--- src/lcc_params.svh ---
// constants of the logic cell cluster counter: offsets, fields, resets
// assumes a 12-bit APB byte address and 32-bit data words
`ifndef LCC_PARAMS_SVH
`define LCC_PARAMS_SVH

`define LCC_NUM_CELLS 10
`define LCC_NUM_GNETS 4

`define LCC_ENABLE_OFS 12'h000
`define LCC_DIR_OFS 12'h004
`define LCC_LDATA_OFS 12'h008
`define LCC_CTRL_OFS 12'h00c
`define LCC_COUNT_OFS 12'h010
`define LCC_GNET_OFS 12'h014
`define LCC_MEMBER_OFS 12'h018

`define LCC_CTRL_SCLR 0
`define LCC_CTRL_SLOAD 1
`define LCC_CTRL_CASC 2
`define LCC_COUNT_CARRY 31
`define LCC_GNET_SRC_LSB 0
`define LCC_GNET_DRV_LSB 4
`define LCC_GNET_ACSEL_LSB 8
`define LCC_GNET_ACEN 10
`define LCC_GNET_LVL_LSB 16

`define LCC_ENABLE_RST 32'hffff_ffff
`define LCC_DIR_RST 32'h0000_0000
`define LCC_LDATA_RST 32'h0000_0000
`define LCC_MEMBER_RST 32'hffff_ffff
`define LCC_GNET_RST 32'h0000_0000

`endif

--- src/lcc_pkg.sv ---
// shared types of the logic cell cluster counter
// assumes a 32-bit register bus and a 12-bit register address
package lcc_pkg;
    typedef logic [31:0] lcc_word_t;
    typedef logic [11:0] lcc_addr_t;
endpackage

--- src/lcc_ctl_if.sv ---
// cluster-wide and per-cell controls and cell state between the top and the cell bank
// assumes one driver, the cluster top, for every control signal
interface lcc_ctl_if #(parameter int CW = 9);
    logic          sclr;
    logic          sload;
    logic          casc_en;
    logic          aclr;
    logic [CW-1:0] en;
    logic [CW-1:0] dn;
    logic [CW-1:0] member;
    logic [CW-1:0] ldata;
    logic [CW-1:0] casc_in;
    logic [CW-1:0] q;
    logic          carry;

    modport ctl (output sclr, sload, casc_en, aclr, en, dn, member,
                 output ldata, casc_in, input q, carry);
    modport cells (input sclr, sload, casc_en, aclr, en, dn, member,
                   input ldata, casc_in, output q, carry);
endinterface

--- src/lcc_cells.sv ---
// bank of counter cells: lookups, carry chain, load selector, clear gate
// assumes aclr comes from a flip-flop, so it is glitch free
module lcc_cells
    import lcc_pkg::*;
#(
    parameter int CW = 9
)
(
    // clock and reset
    input wire logic  clk,
    input wire logic  srst,
    // cluster controls and cell state
    lcc_ctl_if.cells  c
);

    logic [CW:0]   chain;
    logic [CW-1:0] cnt_d;
    logic [CW-1:0] casc_d;
    logic [CW-1:0] ld_d;
    logic [CW-1:0] q_next;
    logic [CW-1:0] q_reg;

    function automatic logic lut_data(input logic q, input logic ci,
                                      input logic en);
        return q ^ (ci & en);
    endfunction

    function automatic logic lut_carry(input logic q, input logic ci,
                                       input logic dn);
        return ci & (q ^ dn);
    endfunction

    // chain opens at the lowest counter bit
    assign chain[0] = 1'b1;

    for (genvar i = 0; i < CW; i++)
    begin : g_cell
        // carry feeds lookup and next stage
        assign cnt_d[i]   = lut_data(c.q[i], chain[i], c.en[i]);
        assign chain[i+1] = lut_carry(c.q[i], chain[i], c.dn[i]);
    end

    assign casc_d = c.casc_en ? (cnt_d & c.casc_in) : cnt_d;
    assign ld_d   = c.sload ? c.ldata : casc_d;
    // clear gate after the load selector
    assign q_next = ld_d & {CW{~c.sclr}} & c.member;

    always_ff @(posedge clk or posedge c.aclr)
    begin
        if (c.aclr)
            q_reg <= '0;
        else if (srst)
            q_reg <= '0;
        else
            q_reg <= q_next;
    end

    assign c.q     = q_reg;
    assign c.carry = chain[CW];

    wire idle = !c.sclr && !c.sload && !c.casc_en && (&c.member);
endmodule

--- src/lcc_gnet.sv ---
// global control nets: dedicated pin or cell-driven source per net
// assumes pins are asynchronous to the clock
module lcc_gnet
    import lcc_pkg::*;
#(
    parameter int NG = 4
)
(
    // clock and reset
    input wire logic           clk,
    input wire logic           srst,
    // dedicated pins and cell drive
    input wire logic [NG-1:0]  pin_raw,
    input wire logic [NG-1:0]  src_cell,
    input wire logic [NG-1:0]  cell_drv,
    // resolved net levels
    output logic     [NG-1:0]  level
);

    logic [NG-1:0] sync1_reg;
    logic [NG-1:0] sync2_reg;
    logic [NG-1:0] level_reg;

    // a cell-driven net ignores its pin
    wire [NG-1:0] level_next = (src_cell & cell_drv)
                             | (~src_cell & sync2_reg);

    always_ff @(posedge clk)
    begin
        if (srst)
        begin
            sync1_reg <= '0;
            sync2_reg <= '0;
            level_reg <= '0;
        end
        else
        begin
            sync1_reg <= pin_raw;
            sync2_reg <= sync1_reg;
            level_reg <= level_next;
        end
    end

    assign level = level_reg;
endmodule

--- src/lcc_counter.sv ---
// logic cell cluster in counter mode, with APB register access
// assumes one clock CLK, APB master on the same clock, async pins
// How it works
// - per-cell enable and direction controls
// - clear and load shared cluster-wide
// - cells are counter bits or combinational
// - two 3-input lookups per cell
// - load by selector, clear by AND
// - clear or load beats cascade
// - clear beats load
// - four dedicated global control nets
// - cell-driven net blocks its pin
// - first cell makes controls, not carry
// - carry feeds next bit forward
//
// The implementer's own choices: the register offsets and the APB register port.
`include "lcc_params.svh"

module lcc_counter
    import lcc_pkg::*;
#(
    parameter int CELLS = `LCC_NUM_CELLS,
    parameter int NG    = `LCC_NUM_GNETS
)
(
    // clock and reset
    input wire logic           CLK,
    input wire logic           SRST,
    // apb slave
    input wire logic           PSEL,
    input wire logic           PENABLE,
    input wire logic           PWRITE,
    input wire lcc_addr_t      PADDR,
    input wire lcc_word_t      PWDATA,
    output lcc_word_t          PRDATA,
    output logic               PREADY,
    output logic               PSLVERR,
    // first-cell control inputs
    input wire logic           CTL_CLR_IN,
    input wire logic           CTL_LOAD_IN,
    // cascade inputs, one per counter bit
    input wire logic [CELLS-2:0] CASC_IN,
    // dedicated global control pins
    input wire logic [NG-1:0]  GCTL_PIN,
    // counter state
    output logic [CELLS-2:0]   COUNT_OUT,
    output logic               CARRY_OUT,
    output logic [NG-1:0]      GNET_OUT
);

    // cell 0 is the control cell, so the counter is one bit shorter
    localparam int CW = CELLS - 1;

    if (CELLS < 2 || CELLS > 32)
    begin : g_cells_chk
        $error("CELLS must lie between 2 and 32");
    end
    if (NG != 4)
    begin : g_ng_chk
        $error("exactly four global nets are supported");
    end

    lcc_ctl_if #(.CW(CW)) c ();

    // registers
    logic [CW-1:0] en_reg;
    logic [CW-1:0] dir_reg;
    logic [CW-1:0] ldata_reg;
    logic [CW-1:0] member_reg;
    logic          casc_reg;
    logic [NG-1:0] gsrc_reg;
    logic [NG-1:0] gdrv_reg;
    logic [1:0]    acsel_reg;
    logic          acen_reg;
    logic          sclr_pulse_reg;
    logic          sload_pulse_reg;
    logic          aclr_reg;
    logic          pready_reg;
    logic          pslverr_reg;
    lcc_word_t     prdata_reg;
    logic          carry_reg;
    // pin synchronisers
    logic [CW+1:0] pin_s1_reg;
    logic [CW+1:0] pin_s2_reg;
    logic [NG-1:0] gnet_level;

    // apb decode
    wire access   = PSEL && PENABLE && !pready_reg;
    wire wr_fire  = PSEL && PENABLE && pready_reg && PWRITE;
    wire hit_en   = PADDR == `LCC_ENABLE_OFS;
    wire hit_dir  = PADDR == `LCC_DIR_OFS;
    wire hit_ld   = PADDR == `LCC_LDATA_OFS;
    wire hit_ctrl = PADDR == `LCC_CTRL_OFS;
    wire hit_cnt  = PADDR == `LCC_COUNT_OFS;
    wire hit_gnet = PADDR == `LCC_GNET_OFS;
    wire hit_mem  = PADDR == `LCC_MEMBER_OFS;
    wire mapped   = hit_en | hit_dir | hit_ld | hit_ctrl | hit_cnt
                  | hit_gnet | hit_mem;
    // the count is read only; a write to it is refused
    wire bad      = !mapped || (hit_cnt && PWRITE);
    wire wr_ok    = wr_fire && !pslverr_reg;

    // read data words
    wire lcc_word_t rd_en   = {{(32-CW){1'b0}}, en_reg};
    wire lcc_word_t rd_dir  = {{(32-CW){1'b0}}, dir_reg};
    wire lcc_word_t rd_ld   = {{(32-CW){1'b0}}, ldata_reg};
    wire lcc_word_t rd_mem  = {{(32-CW){1'b0}}, member_reg};
    wire lcc_word_t rd_ctrl = {29'h0000_0000, casc_reg, 2'h0};
    wire lcc_word_t rd_cnt  = ({{(32-CW){1'b0}}, c.q})
                            | ({31'h0000_0000, c.carry}
                               << `LCC_COUNT_CARRY);
    wire lcc_word_t rd_gnet = {12'h000, gnet_level, 5'h00, acen_reg,
                               acsel_reg, gdrv_reg, gsrc_reg};
    wire lcc_word_t rd_data =
          ({32{hit_en}}   & rd_en)
        | ({32{hit_dir}}  & rd_dir)
        | ({32{hit_ld}}   & rd_ld)
        | ({32{hit_mem}}  & rd_mem)
        | ({32{hit_ctrl}} & rd_ctrl)
        | ({32{hit_cnt}}  & rd_cnt)
        | ({32{hit_gnet}} & rd_gnet);

    // apb answer: one wait state, data and error with ready
    always_ff @(posedge CLK)
    begin
        if (SRST)
        begin
            pready_reg  <= 1'b0;
            pslverr_reg <= 1'b0;
            prdata_reg  <= '0;
        end
        else
        begin
            pready_reg  <= access;
            pslverr_reg <= access && bad;
            if (access && !PWRITE)
                prdata_reg <= rd_data;
        end
    end

    // software-written configuration
    wire [CW-1:0] wdat = PWDATA[CW-1:0];
    wire [NG-1:0] wsrc = PWDATA[`LCC_GNET_SRC_LSB +: NG];
    wire [NG-1:0] wdrv = PWDATA[`LCC_GNET_DRV_LSB +: NG];
    wire [1:0]    wsel = PWDATA[`LCC_GNET_ACSEL_LSB +: 2];
    wire          wr_ctrl = wr_ok && hit_ctrl;

    wire [CW-1:0] en_next    = (wr_ok && hit_en)  ? wdat : en_reg;
    wire [CW-1:0] dir_next   = (wr_ok && hit_dir) ? wdat : dir_reg;
    wire [CW-1:0] ldata_next = (wr_ok && hit_ld)  ? wdat : ldata_reg;
    wire [CW-1:0] member_next = (wr_ok && hit_mem) ? wdat : member_reg;
    wire casc_next = wr_ctrl ? PWDATA[`LCC_CTRL_CASC] : casc_reg;

    always_ff @(posedge CLK)
    begin
        if (SRST)
        begin
            en_reg     <= CW'(`LCC_ENABLE_RST);
            dir_reg    <= CW'(`LCC_DIR_RST);
            ldata_reg  <= CW'(`LCC_LDATA_RST);
            member_reg <= CW'(`LCC_MEMBER_RST);
            casc_reg   <= 1'b0;
        end
        else
        begin
            en_reg     <= en_next;
            dir_reg    <= dir_next;
            ldata_reg  <= ldata_next;
            member_reg <= member_next;
            casc_reg   <= casc_next;
        end
    end

    wire lcc_word_t gnet_rst = `LCC_GNET_RST;

    always_ff @(posedge CLK)
    begin
        if (SRST)
        begin
            gsrc_reg  <= gnet_rst[`LCC_GNET_SRC_LSB +: NG];
            gdrv_reg  <= gnet_rst[`LCC_GNET_DRV_LSB +: NG];
            acsel_reg <= gnet_rst[`LCC_GNET_ACSEL_LSB +: 2];
            acen_reg  <= gnet_rst[`LCC_GNET_ACEN];
        end
        else if (wr_ok && hit_gnet)
        begin
            gsrc_reg  <= wsrc;
            gdrv_reg  <= wdrv;
            acsel_reg <= wsel;
            acen_reg  <= PWDATA[`LCC_GNET_ACEN];
        end
    end

    // control pulses last one cycle from the accepted write
    always_ff @(posedge CLK)
    begin
        if (SRST)
        begin
            sclr_pulse_reg  <= 1'b0;
            sload_pulse_reg <= 1'b0;
        end
        else
        begin
            sclr_pulse_reg  <= wr_ctrl && PWDATA[`LCC_CTRL_SCLR];
            sload_pulse_reg <= wr_ctrl && PWDATA[`LCC_CTRL_SLOAD];
        end
    end

    // two flip-flops on every pin before use
    always_ff @(posedge CLK)
    begin
        if (SRST)
        begin
            pin_s1_reg <= '0;
            pin_s2_reg <= '0;
        end
        else
        begin
            pin_s1_reg <= {CTL_LOAD_IN, CTL_CLR_IN, CASC_IN};
            pin_s2_reg <= pin_s1_reg;
        end
    end

    // dedicated nets, also readable as data
    // pin blocked when a cell drives
    lcc_gnet #(.NG(NG)) u_gnet (
        .clk      (CLK),
        .srst     (SRST),
        .pin_raw  (GCTL_PIN),
        .src_cell (gsrc_reg),
        .cell_drv (gdrv_reg),
        .level    (gnet_level)
    );

    // chosen net becomes the async clear
    always_ff @(posedge CLK)
    begin
        if (SRST)
            aclr_reg <= 1'b0;
        else
            aclr_reg <= acen_reg && gnet_level[acsel_reg];
    end

    // control cell inputs make clear and load
    wire sclr_all  = pin_s2_reg[CW] | sclr_pulse_reg;
    wire sload_all = pin_s2_reg[CW+1] | sload_pulse_reg;

    // one clear and one load for all cells
    assign c.sclr    = sclr_all;
    assign c.sload   = sload_all;
    assign c.casc_en = casc_reg;
    assign c.aclr    = aclr_reg;
    assign c.en      = en_reg;
    assign c.dn      = dir_reg;
    assign c.member  = member_reg;
    assign c.ldata   = ldata_reg;
    assign c.casc_in = pin_s2_reg[CW-1:0];

    lcc_cells #(.CW(CW)) u_cells (
        .clk (CLK),
        .srst(SRST),
        .c   (c)
    );

    always_ff @(posedge CLK)
    begin
        if (SRST)
            carry_reg <= 1'b0;
        else
            carry_reg <= c.carry;
    end

    assign PRDATA    = prdata_reg;
    assign PREADY    = pready_reg;
    assign PSLVERR   = pslverr_reg;
    assign COUNT_OUT = c.q;
    assign CARRY_OUT = carry_reg;
    assign GNET_OUT  = gnet_level;
endmodule

--- config.mk ---
export PLATFORM = sky130hd
export DESIGN_NAME = lcc_counter
export DESIGN_NICKNAME = d
export VERILOG_FILES = /design/src/lcc_pkg.sv /design/src/lcc_ctl_if.sv /design/src/lcc_cells.sv /design/src/lcc_gnet.sv /design/src/lcc_counter.sv
export VERILOG_INCLUDE_DIRS = /design/src
export SDC_FILE = /design/constraint.sdc
export NUM_CORES = 1
export LEC_CHECK = 0
export ABC_AREA = 1
export BUFFER_PORTS_ARGS = -buffer_cell sky130_fd_sc_hd__buf_2
export CORE_UTILIZATION = 29
export DETAILED_ROUTE_END_ITERATION = 7
export HOLD_SLACK_MARGIN = 0.1
export SETUP_SLACK_MARGIN = 0.3
export SLEW_MARGIN = 0
export SYNTH_ARGS = -nofsm -noshare
export SYNTH_HDL_FRONTEND = slang
export SYNTH_SLANG_ARGS = --single-unit
--- constraint.sdc ---
create_clock -name CLK -period 3.3 [get_ports CLK]
set_input_delay 0.66 -clock CLK [delete_from_list [all_inputs] [get_ports CLK]]
set_output_delay 0.66 -clock CLK [all_outputs]
set_load 0.02 [all_outputs]
==> impl_results.md <==
- P_leak: between 2 and 3 nW
- Vias in the first global route: 3841
- Fin crit period: about 2.2 ns
- All-Layer GR Usage: 0.159
- Max Transition Viols Final: 0
- Fill cell count: approximately 1700
- DR pass1 iterations: 5
- Worst VDD drop: between 0.0004 and 0.0005 V
- Die ar.: approximately 17000 um2
- GRT overflow: 0
- Nature of the critical path endpoint: flop
- Cells after synthesis: 611
- Cell variety after synth: 32
- Die width: approximately 130 um
- Clock Latency Late Sink: between 0.4 and 0.5 ns
- Antenna diodes: 0
- Top FF cell, synth: dfxtp_1
- PortBufs: between 70 and 80
- Starting density of the core: 0.297
- CP required: between 3 and 4 ns
- Most common cell in the synthesized netlist: dfxtp_1
- Initial antenna violation count: 0
- # rows: 46
- Top Ports: around 110
- RSZ-0062 raised after global routing: false
- Startpoint Class: input pin
- Register bit total from synthesis: 113
- Largest net degree at the start of global routing: 46
- Yosys top cell area share: 0.439
- Total power: ~3.5 mW
- Crit path DAT: about 2.5 ns
- Mapped Area: 4740 um2
- Status: completed
- GP Congestion: just over 0.8
- Register Area: between 2000 and 2500 um2
- Mapped Avg Cell Area: approximately 7.8 um2
- H-tree depth: 4
- Post_cts resized: 0
- Share of flip-flops with an asynchronous set or reset: 0.0796
- Share of layout cells above drive strength 1: 0.189
- Reg2reg path depth: 5
- CTS Buf Count: 17
- Remaining DRCs: 0
- Commonest cells post-synth: dfxtp_1 (104), inv_1 (93), a21oi_1 (68), o21ai_0 (63), nand2_1 (60)
- Clock Skews: 0.00841 ns
- Clock Pin Slew Worst Setup and Hold Paths: ~0.060 ns
- Max Used Layer: met4
- Routed met3 length: 779 um
- Slew HR: 0.520
- Class of the most critical setup path: input pin to flop
- Detailed Route Iter0 Violations: approximately 230
- Clock buffer depth: 2
- DP HPWL: about 9100 um
- Met2 WL: 6060 um
- CP Max Fanout: 18
- Endpoints failing setup: 0
- Endpoints failing hold: 0
- Fmax: between 400 and 500 MHz
- WL final: 12600 um
- Slew @ Worst Pin: between 0.7 and 0.8 ns
- Routed Antenna Nets: 0
- Num Clock Sinks: between 100 and 150
- Drt wl/cell: about 14 um
- Post-CTS setup buffers: 0
- Hold WC Path Type: flop to asynchronous set/reset pin
- Post-CTS Hold Fix Bufs: 0
- Vias: ~4200
- Max reg flops: 16
- Area delta synth->final: 24.3%
- Core ar.: between 15000 and 20000 um2
- Layout Nets: 750
- Post-synth EDFFs: 0
- Max cap viols: 0
- Power per cell area: roughly 600 nW/um2
- Area leader, netlist: dfxtp_1
- Synth area leaders: dfxtp_1 (44%), inv_1 (7.4%), a21oi_1 (7.2%)
- M1 WL: 5540 um
- Yosys warnings: 0
- Fin Setup TNS: 0 ns
- Sequential area share after synthesis: 0.487
- Via density: around 4.6
- Root Driver: clkbuf_16
- First-pass GRT wire length: 20100 um
- Die span in y: about 130 um
- Tcrit/Tclk final: 0.663
- Multi-input logic area: about 1900 um2
- CTS tree: yes
-- critical path, cell delays in order --
cell and delay [ns]:
buf_2 0.10, nor2_2 0.13, inv_2 0.06, nor2_2 0.10, nand2_1 0.10, nor3_1 0.47
nand2_1 0.48, o21ai_0 0.31, a21oi_1 0.06
-- metrics by stage --
stage / utilization / hold WS (ns) / setup WS (ns) / instances / cell area (um2)
3_3_place_gp: 0.331 / 0.226 / 0.826 / 883 / 5270
6_report: 0.370 / 0.217 / 1.11 / 915 / 5890
5_1_grt: 0.370 / 0.245 / 0.919 / 915 / 5890
4_1_cts: 0.370 / 0.225 / 1.23 / 915 / 5890
2_1_floorplan: - / 0.110 / 1.50 / 626 / 4800
3_5_place_dp: 0.331 / 0.225 / 0.794 / 883 / 5270
-- metal layers --
metal | vias up | track usage
met5 | - | 0
met4 | 0 | 0.0636
met3 | 18 | 0.0455
met2 | 123 | 0.260
met1 | 1957 | 0.198
li1 | 2138 | -
-- final cells by class --
cell class / instances / area share
Clock buffer: 19 / 0.0769
Clock inverter: 13 / 0.0280
Timing Repair Buffer: 83 / 0.0743
Inverter: 97 / 0.0618
Sequential cell: 113 / 0.392
Tap cell: 216 / 0.0459
Multi-Input combinational cell: 374 / 0.322
-- power breakdown --
part | internal [mW] | switching, mW | total (mW) | leakage (nW)
logic | 0.0662 | 0.141 | 0.208 | 1.33
registers | 1.40 | 0.0178 | 1.42 | 0.969
clock network | 1.29 | 0.618 | 1.91 | 0.316
total | 2.76 | 0.777 | 3.53 | 2.62
-- worst paths after layout --
kind	slack, ns	to	startpoint
min	0.22	u_cells.c.q[8]	aclr_reg
max reg2reg	1.37	gdrv_reg[0]	PREADY
max in group asynchronous	2.72	u_cells.c.q[0]	aclr_reg
max	1.11	c.ldata[1]	PADDR[1]
min in group CLK	0.39	u_gnet.sync2_reg[3]	u_gnet.sync1_reg[3]
min reg2reg	0.22	u_cells.c.q[8]	aclr_reg
-- cells in the final DEF, fill, tap and decap left out, types with 3 or more instances in the layout --
master and count:
dfxtp_1 104, inv_1 93, buf_2 74, a21oi_1 68, o21ai_0 63, nand2_1 60, nor2_1 59, nand3_1 31
clkbuf_16 17, conb_1 16, o22ai_1 13, o211ai_1 13, nand4_1 10, clkinv_2 9, buf_4 9, dfrtp_1 9
a211oi_1 8, o2111ai_1 6, nor3_1 5, xor2_1 4, bufinv_16 4, nor2_4 3, nor2_2 3, inv_2 3
-- cells by family after synthesis --
family | share of synthesized area
buffers and inverters | 0.126
and+or+nand+nor | 0.174
other | 0.000791
DFF | 0.487
AOI/OAI and AO/OA | 0.202
xor gates and xnor gates | 0.0111
Power figures use the tool's default switching activity.
